File: config.mk
export PLATFORM = sky130hd
export DESIGN_NAME = phy_ext_id_irq_ring_regs
export DESIGN_NICKNAME = d
export VERILOG_FILES = /design/src/design/phy_ext_pkg.sv /design/src/design/phy_ext_id_irq_ring_regs.sv
export SDC_FILE = /design/constraint.sdc
export NUM_CORES = 1
export LEC_CHECK = 0
export BUFFER_PORTS_ARGS = -buffer_cell sky130_fd_sc_hd__buf_2
export CORE_AREA = 2 2 104 106
export DETAILED_ROUTE_END_ITERATION = 8
export DIE_AREA = 0 0 106 108
export PLACE_DENSITY = 0.53
export RECOVER_POWER = 50
export SKIP_CTS_REPAIR_TIMING = 1
export SLEW_MARGIN = 0
export SYNTH_ARGS = -nofsm -noshare
export SYNTH_HDL_FRONTEND = slang
export SYNTH_SLANG_ARGS = --single-unit
File: constraint.sdc
create_clock -name clk -period 1.5 [get_ports clk]
set_input_delay 0 -clock clk [delete_from_list [all_inputs] [get_ports clk]]
set_output_delay 0 -clock clk [all_outputs]
set_load 0.02 [all_outputs]
File: src/design/phy_ext_pkg.sv
package phy_ext_pkg;

   // bus geometry
   localparam int          ADDR_W          = 8;
   localparam int          DATA_W          = 32;
   localparam int          REG_W           = 16;
   localparam int          IDX_W           = 6;
   localparam int          NUM_EVENTS      = 11;

   // register indices, byte address is four times the index
   localparam logic [5:0]  IDX_PART_ID     = 6'h12;
   localparam logic [5:0]  IDX_ENTROPY     = 6'h13;
   localparam logic [5:0]  IDX_EVENT_MASK  = 6'h1C;
   localparam logic [5:0]  IDX_EVENT_PEND  = 6'h1D;
   localparam logic [5:0]  IDX_RING_CTRL   = 6'h1E;
   localparam logic [5:0]  IDX_EVENT_CLEAR = 6'h1F;

   // identification word fields
   localparam int          ID_INDUSTRIAL   = 15;
   localparam int          ID_QUAD         = 14;
   localparam int          ID_PRECISION    = 13;
   localparam int          ID_ENCRYPT      = 12;
   localparam int          ID_DUAL_MEDIA   = 10;
   localparam int          ID_HIGH_PREC    = 9;
   localparam int          ID_KEY_256      = 8;
   localparam logic        CAP_QUAD        = 1'b1;
   localparam logic        CAP_PRECISION   = 1'b1;
   localparam logic        CAP_ENCRYPT     = 1'b1;
   localparam logic        CAP_DUAL_MEDIA  = 1'b1;
   localparam logic        CAP_HIGH_PREC   = 1'b1;
   localparam logic        CAP_KEY_256     = 1'b1;

   // event bit positions
   localparam int          EV_SWITCHOVER   = 4;

   // ring resiliency fields
   localparam int          RR_STARTUP      = 15;
   localparam int          RR_ADVERTISE    = 14;
   localparam int          RR_PARTNER      = 13;
   localparam int          RR_FORCE        = 12;
   localparam int          RR_ROLE_HI      = 5;
   localparam int          RR_ROLE_LO      = 4;
   localparam int          RR_START        = 0;

   // timing role codes
   localparam logic [1:0]  ROLE_SLAVE      = 2'h0;
   localparam logic [1:0]  ROLE_TO_MASTER  = 2'h2;
   localparam logic [1:0]  ROLE_MASTER     = 2'h3;
   localparam logic [1:0]  ROLE_TO_SLAVE   = 2'h1;

   // entropy generator
   localparam logic [15:0] LFSR_SEED       = 16'hACE1;
   localparam logic [15:0] LFSR_TAPS       = 16'hB400;

   // reset values
   localparam logic [10:0] MASK_RESET      = 11'h000;
   localparam logic [10:0] PEND_RESET      = 11'h000;

   typedef struct packed {
      logic       mem_ring;
      logic       encrypt_egress;
      logic       encrypt_ingress;
      logic       encrypt_fc_buffer;
      logic       encrypt_line_mac;
      logic       encrypt_host_mac;
      logic       eee_link_fail;
      logic       quiet_timer;
      logic       sleep_timer;
      logic       eee_wake_error;
   } ext_events_t;

   typedef struct packed {
      logic       link_up;
      logic       an_master;
      logic       link_partner_advert;
      logic       switchover_done;
   } ring_status_t;

   typedef struct packed {
      logic       startup_enable;
      logic       advertise;
      logic       force_enable;
      logic       switchover_start;
      logic [1:0] timing_role;
   } ring_ctrl_t;

endpackage : phy_ext_pkg

File: src/design/phy_ext_id_irq_ring_regs.sv
// What this block does
// RL1: bit 15 of the identification word tells whether the part is industrial-temperature capable.
// RL2: identification bits 14, 13, 12, 10, 9 and 8 are fixed read-only capability flags.
// RL3: identification bits 7:0 carry the part's dash number in binary-coded decimal.
// RL4: every read of the entropy word returns 16 fresh random bits.
// RL5: mask bits 10:0 enable their interrupt sources when 1, hold their value and reset to zero.
// RL6: each pending bit reads 1 while its event is outstanding and clears once it has been read.
// RL7: event bits 10 to 5 belong to memory ring, egress, ingress, buffer, line MAC and host MAC.
// RL8: event bit 4 is raised when a commanded timing-role switchover finishes.
// RL9: event bits 3 to 0 are link fail, quiet timer, sleep timer and wake error.
// RL10: ring bits 15, 14, 12 are held control bits and bit 13 shows the partner's advertisement.
// RL11: ring bits 5:4 hold the timing role, 00 slave, 10 to master, 11 master, 01 to slave, reset 00.
// RL12: at the first link-up the role settles to the master or slave outcome of autonegotiation.
// RL13: writing 1 to ring bit 0 starts a switchover only while none is in progress, then clears.
// RL14: reserved bits read zero and writes to them do nothing.
//
// Chosen here: the Avalon-MM register port.
`timescale 1ns/1ps
module phy_ext_id_irq_ring_regs
   import phy_ext_pkg::*;
#(
   parameter logic       industrial_temp = 1'b0,
   parameter logic [7:0] dash_bcd        = 8'h00   // arbitrary variant code
) (
   input  wire logic              clk,
   input  wire logic              rst_n,
   input  wire logic [ADDR_W-1:0] address,
   input  wire logic              read,
   input  wire logic              write,
   input  wire logic [DATA_W-1:0] writedata,
   input  wire logic [3:0]        byteenable,
   output logic      [DATA_W-1:0] readdata,
   output logic                   waitrequest,
   input  wire ext_events_t       events,
   input  wire ring_status_t      ring_status,
   output ring_ctrl_t             ring_ctrl,
   output logic                   irq
);

   typedef struct packed {
      logic [10:0]       mask;
      logic [10:0]       pending;
      logic              startup_enable;
      logic              advertise;
      logic              force_enable;
      logic [1:0]        role;
      logic              link_seen;
      logic              start_pulse;
      logic [15:0]       lfsr;
      logic              ack;
      logic [DATA_W-1:0] rdata;
   } state_t;

   state_t            st;
   state_t            next_st;
   logic [IDX_W-1:0]  idx;
   logic              req;
   logic              wr_done;
   logic              rd_done;
   logic [REG_W-1:0]  wmask;
   logic [REG_W-1:0]  wval;
   logic [10:0]       raw_events;
   logic [REG_W-1:0]  id_word;
   logic [REG_W-1:0]  ring_word;
   logic              role_settled;
   logic              sel_mask;
   logic              sel_pend;
   logic              sel_ring;
   logic              sel_clear;
   logic              rd_wait;
   logic [REG_W-1:0]  rd_word;
   logic [10:0]       set_bits;
   logic [10:0]       clr_bits;
   logic [10:0]       next_pending;
   logic [10:0]       next_mask;
   logic [10:0]       irq_bits;
   logic              next_startup;
   logic              next_advertise;
   logic              next_force;
   logic [1:0]        next_role;
   logic              first_up;
   logic              start_ok;
   logic              finish;
   logic [15:0]       next_lfsr;

   // word index from the byte address
   assign idx     = address[ADDR_W-1:2];
   assign req     = read | write;
   assign wr_done = write & st.ack;
   assign rd_done = read & st.ack;

   // lane 0 and 1 cover the 16-bit register
   assign wmask = {{8{byteenable[1]}}, {8{byteenable[0]}}};
   assign wval  = writedata[REG_W-1:0] & wmask;

   // one wait cycle, answer on the second edge
   assign waitrequest = req & ~st.ack;

   assign raw_events = {
      events.mem_ring,                       // [RL7]
      events.encrypt_egress,
      events.encrypt_ingress,
      events.encrypt_fc_buffer,
      events.encrypt_line_mac,
      events.encrypt_host_mac,
      1'b0,
      events.eee_link_fail,                  // [RL9]
      events.quiet_timer,
      events.sleep_timer,
      events.eee_wake_error
   };

   always_comb begin
      id_word                = '0;
      id_word[ID_INDUSTRIAL] = industrial_temp;        // [RL1]
      id_word[ID_QUAD]       = CAP_QUAD;               // [RL2]
      id_word[ID_PRECISION]  = CAP_PRECISION;          // [RL2]
      id_word[ID_ENCRYPT]    = CAP_ENCRYPT;            // [RL2]
      id_word[ID_DUAL_MEDIA] = CAP_DUAL_MEDIA;         // [RL2]
      id_word[ID_HIGH_PREC]  = CAP_HIGH_PREC;          // [RL2]
      id_word[ID_KEY_256]    = CAP_KEY_256;            // [RL2]
      id_word[7:0]           = dash_bcd;               // [RL3]
   end

   always_comb begin
      ring_word                        = '0;           // [RL14]
      ring_word[RR_STARTUP]            = st.startup_enable;
      ring_word[RR_ADVERTISE]          = st.advertise;
      ring_word[RR_PARTNER]            = ring_status.link_partner_advert; // [RL10]
      ring_word[RR_FORCE]              = st.force_enable;
      ring_word[RR_ROLE_HI:RR_ROLE_LO] = st.role;      // [RL11]
   end

   assign role_settled = (st.role == ROLE_SLAVE) | (st.role == ROLE_MASTER);

   // one select per written or cleared register
   assign sel_mask  = (idx == IDX_EVENT_MASK);
   assign sel_pend  = (idx == IDX_EVENT_PEND);
   assign sel_ring  = (idx == IDX_RING_CTRL);
   assign sel_clear = (idx == IDX_EVENT_CLEAR);
   assign rd_wait   = read & ~st.ack;

   // read word, picked in the wait cycle
   always_comb begin
      case (idx)
         IDX_PART_ID: begin
            rd_word = id_word;
         end
         IDX_ENTROPY: begin
            rd_word = st.lfsr;                         // [RL4]
         end
         IDX_EVENT_MASK: begin
            rd_word = {5'h00, st.mask};                // [RL14]
         end
         IDX_EVENT_PEND: begin
            rd_word = {5'h00, st.pending};             // [RL6]
         end
         IDX_RING_CTRL: begin
            rd_word = ring_word;
         end
         default: begin
            rd_word = '0;                              // [RL14]
         end
      endcase
   end

   // clears come from the clear word or from a finished pending read
   always_comb begin
      clr_bits = '0;
      if (wr_done && sel_clear) begin
         clr_bits = wval[10:0];
      end
      // only bits already handed out are dropped, a later event stays pending
      if (rd_done && sel_pend) begin
         clr_bits = st.rdata[10:0];                    // [RL6]
      end
   end

   // first link-up beats a start, a start beats a finish
   assign first_up = ~st.link_seen & ring_status.link_up;
   assign start_ok = wr_done & sel_ring & wval[RR_START] & role_settled & st.link_seen; // [RL13]
   assign finish   = ~first_up & ~start_ok & ~role_settled & ring_status.switchover_done;

   always_comb begin
      set_bits                = raw_events;
      set_bits[EV_SWITCHOVER] = finish;                // [RL8]
   end

   // timing role machine
   always_comb begin
      next_role = st.role;
      if (first_up) begin
         next_role = ring_status.an_master ? ROLE_MASTER : ROLE_SLAVE;         // [RL12]
      end else if (start_ok) begin
         next_role = (st.role == ROLE_SLAVE) ? ROLE_TO_MASTER : ROLE_TO_SLAVE; // [RL11]
      end else if (finish) begin
         next_role = (st.role == ROLE_TO_MASTER) ? ROLE_MASTER : ROLE_SLAVE;   // [RL11]
      end
   end

   // held control bits, all three behind byte lane 1
   always_comb begin
      next_startup   = st.startup_enable;
      next_advertise = st.advertise;
      next_force     = st.force_enable;
      if (wr_done && sel_ring) begin
         if (wmask[RR_STARTUP]) begin
            next_startup = wval[RR_STARTUP];           // [RL10]
         end
         if (wmask[RR_ADVERTISE]) begin
            next_advertise = wval[RR_ADVERTISE];       // [RL10]
         end
         if (wmask[RR_FORCE]) begin
            next_force = wval[RR_FORCE];               // [RL10]
         end
      end
   end

   // per-source mask and pending bits, a fresh event beats a clear in the same cycle
   for (genvar gi = 0; gi < NUM_EVENTS; gi++) begin : g_event
      assign next_mask[gi]    = (wr_done & sel_mask & wmask[gi]) ? wval[gi] : st.mask[gi]; // [RL5]
      assign next_pending[gi] = (st.pending[gi] & ~clr_bits[gi]) | set_bits[gi];          // [RL6]
      assign irq_bits[gi]     = st.pending[gi] & st.mask[gi];                             // [RL5]
   end

   // entropy keeps running so back-to-back reads differ
   assign next_lfsr = st.lfsr[0] ? ((st.lfsr >> 1) ^ LFSR_TAPS) : (st.lfsr >> 1); // [RL4]

   always_comb begin
      next_st                = st;
      next_st.lfsr           = next_lfsr;
      // acknowledge toggles through a two-cycle access
      next_st.ack            = req & ~st.ack;
      next_st.mask           = next_mask;
      next_st.pending        = next_pending;
      next_st.startup_enable = next_startup;
      next_st.advertise      = next_advertise;
      next_st.force_enable   = next_force;
      next_st.role           = next_role;
      next_st.start_pulse    = start_ok;               // [RL13]
      next_st.link_seen      = st.link_seen | ring_status.link_up;
      // read data latched in the wait cycle
      if (rd_wait) begin
         next_st.rdata = {16'h0000, rd_word};
      end
   end

   always_ff @(posedge clk or negedge rst_n) begin
      if (!rst_n) begin
         st.mask           <= MASK_RESET;              // [RL5]
         st.pending        <= PEND_RESET;
         st.startup_enable <= 1'b0;
         st.advertise      <= 1'b0;
         st.force_enable   <= 1'b0;
         st.role           <= ROLE_SLAVE;              // [RL11]
         st.link_seen      <= 1'b0;
         st.start_pulse    <= 1'b0;
         st.lfsr           <= LFSR_SEED;
         st.ack            <= 1'b0;
         st.rdata          <= '0;
      end else begin
         st <= next_st;
      end
   end

   assign readdata                   = st.rdata;
   assign irq                        = |irq_bits;      // [RL5]
   assign ring_ctrl.startup_enable   = st.startup_enable;
   assign ring_ctrl.advertise        = st.advertise;
   assign ring_ctrl.force_enable     = st.force_enable;
   assign ring_ctrl.switchover_start = st.start_pulse;
   assign ring_ctrl.timing_role      = st.role;

endmodule : phy_ext_id_irq_ring_regs

==> results.py <==
metrics = {
    "outcome": {
        "status": "finished with violations",
        "violations": "negative hold slack, negative setup slack",
    },
    "cells_and_area": {
        "n_antenna_cell": 0,
        "most-common-layout-cells": "61 x buf_2, 54 x dfrtp_1, 48 x nand2_1",
        "syn2layout_area_growth_pct": 33.8,
        "drive_gt1_frac": 0.366,
        "utilization": 0.396,
        "final_common_cell": "buf_2",
        "nNetsFinal": 431,
    },
    "pwr": {
        "p_per_area_nw_per_um2": 992,
        "leakagePower_nw": 1.80,
        "power.net_switching_mw": 1.13,
        "power_mw": 4.03,
        "p_seq_frac": 0.436,
        "power_frac_clock": 0.370,
        "ir_drop_mv": 0.599,
        "combPwrFrac": 0.194,
        "power.internal_mw": 2.90,
        "switching_share": 0.280,
    },
    "global_routing": {
        "grt_max_degree": 29,
        "track_usage": 0.146,
        "grt_pass1_wl_mm": 12.6,
        "antenna_found_initial": 0,
        "grt_overflow": 0,
        "grt_pass1_vias": 2359,
    },
    "floorplan": {
        "die_h_um": 108,
        "dieArea_sq_um": 11400,
        "start_util": 0.296,
        "fp.coreArea_sq_um": 10200,
        "die_width_um": 106,
        "pin_count": 102,
        "rows": 37,
    },
    "route": {
        "vias": 2364,
        "drt-total-wl_mm": 8.18,
        "drcViolationCount": 0,
        "initialDrtViolationCount": 218,
        "viasPerCell": 4.65,
        "post_drt_wl_per_cell_um": 16.1,
        "drtPass1Iterations": 5,
        "detail-route-antenna-nets": 0,
    },
    "sta": {
        "maxSlewHeadroom": 0.362,
        "finalCritPeriodShare": 1.13,
        "max_clock_freq_mhz": 590,
        "grt_setup_unrepaired": "true",
        "layout_setup_ws_ps": -194,
        "fin_worst_hold_slack_ps": -4.46,
        "skew_ps": 8.29,
        "setup_viol": 3,
        "timing.final.hold_violations": 1,
        "worstMarginPinSlew_ps": 957,
        "period_needed_ps": 1690,
        "maxSlewViolCount": 0,
    },
    "min_path": {
        "min_path_cells": 3,
        "min_from": "write",
        "min_path_type": "in -> reg",
        "min_to": "ring_ctrl[2]$_DFF_PN0_",
    },
    "critical_path": {
        "rr_startpoint": "ring_ctrl[0]$_DFFE_PN0P_",
        "cp-start-kind": "flop",
        "regToRegSetupSlack_ps": -20,
        "crit_required_ps": 1500,
        "cp.arrival_ps": 1690,
        "end_kind": "output pin",
        "r2r_end": "ring_ctrl[1]$_DFFE_PN0P_",
        "worstSetupPathType": "reg -> out",
        "ff2ff_path_depth": 6,
        "cp_max_fo": 3,
    },
    "synthesis": {
        "syn_area_per_cell_sq_um": 11.2,
        "postSynthCellCount": 271,
        "syn_area_sq_um": 3030,
        "async_reset_ff_frac": 1.00,
        "synth-edff-count": 0,
        "yosysWarnings": 0,
        "synth_seq_area_share": 0.515,
        "synth_top_area_frac": 0.446,
        "yosys.area.top_type": "dfrtp_1",
        "synth.area.top_cells": "dfrtp_1 45%, buf_4 9.4%, dfstp_2 6.9%, nand2_1 6.1%, mux2_1 5.2%",
        "synth_seq_cells": 62,
        "ys.flop_type": "dfrtp_1",
        "synth_cell_types": 42,
    },
    "placed_design": {
        "dp_hpwl_mm": 5.55,
        "portBuffers": 63,
        "gp_congestion": 0.850,
    },
    "cts": {
        "insertion_delay_ps": 350,
        "htreeDepth": 3,
        "clockBufferDepth": 2,
        "root_buffer": "clkbuf_8",
        "clk_pin_slew_worst_paths_ps": 70,
        "cts_tree": "built",
        "numCtsBuffers": 9,
        "numClockSinks": 62,
    },
    "flow_run": {
        "drv_cap": 0,
    },
}
==> area by class of cell <==
cell class | instances | area, sq um
inverters | 2 | 7.51
well taps | 136 | 170
repair buffers | 119 | 868
clock inverters | 5 | 50.0
clock buffers | 11 | 141
multi-input cells | 173 | 1260
flip-flops and latches | 62 | 1560
fillers | 1032 | 6170
==> worst max path at each step <==
stage	start	to	slack, ps	cells past startpoint
final	st[60]$_DFF_PN0_	irq	-190	5
after global routing	st[60]$_DFF_PN0_	irq	-250	5
after CTS	st[71]$_DFFE_PN0P_	irq	-220	5
after detailed placement	ring_ctrl[0]$_DFFE_PN0P_	ring_ctrl[1]$_DFFE_PN0P_	-100	6
after global placement	ring_ctrl[0]$_DFFE_PN0P_	ring_ctrl[1]$_DFFE_PN0P_	-8	6
after floorplan	st[32]$_DFF_PN0_	readdata[6]$_DFFE_PN0P_	-20	5
==> routing by layer <==
metal | track usage | wire length, um
met4 | 0.0705 | 144
met5 | 0 | 0
met2 | 0.219 | 3650
met1 | 0.204 | 3970
met3 | 0.0241 | 417
==> flip-flops by register name, indices dropped and copies added, names as in the netlist <==
| register | count |
|---|---|
| st | 40 |
| readdata | 16 |
| ring_ctrl | 6 |
==> synth_stat cells (2+ instances only) <==
cell type and n:
buf_4 38, nand2b_1 6, nor2b_1 2, buf_2 3, o21ai_1 5, a222oi_1 8
a221oi_1 7, nand3_1 2, dfrtp_1 54, or2_2 2, nor2_1 5, nor3_1 3
a22oi_2 10, ha_1 2, dfstp_2 8, inv_1 2, a22oi_1 9, nand2_1 49
a31o_1 10, a31oi_1 2, clkbuf_1 7, mux2_1 14, nor3_2 2, xor2_1 3
==> cells by family (layout without fill, tap and decap cells) <==
group                      after synthesis  after routing  share of synthesized area
AOI/OAI and AO/OA                       57             57                      0.167
and+or+nand+nor                         80             80                      0.131
buffers and inverters                   51            137                      0.114
xor gates and xnor gates                 3              3                    0.00867
DFF                                     62             62                      0.515
adders and majority gates                2              2                    0.00825
muxes                                   15             15                     0.0553
other                                    1             16                    0.00124
==> per-stage QoR <==
step	worst slack, ps	instance area [sq um]	hold slack, ps	instances	TNS (ps)
floorplan	-21.0	3090	-296	286	-33.5
global placement	-7.81	3440	-23.2	458	-7.81
detailed placement	-102	3440	-15.8	458	-138
CTS	-223	3630	-396	474	-409
global route	-246	4060	16.2	508	-1550
finish	-194	4060	-4.46	508	-223
==> worst max-delay path, cell delays in order (launching register included) <==
cell and delay [ps]:
dfrtp_1 410, a22o_1 280, a221oi_2 210, and3_1 230, nand2_2 70, buf_6 150
==> power by group through the flow <==
stage | logic (mW) | clock network (mW) | registers [mW]
floorplan | 0.393 | 0 | 1.79
global placement | 0.635 | 0 | 1.78
detailed placement | 0.642 | 0 | 1.78
CTS | 0.645 | 1.51 | 1.75
global route | 0.871 | 1.58 | 1.76
finish | 0.781 | 1.49 | 1.76
Note: power is estimated with default switching activity, not from simulation.
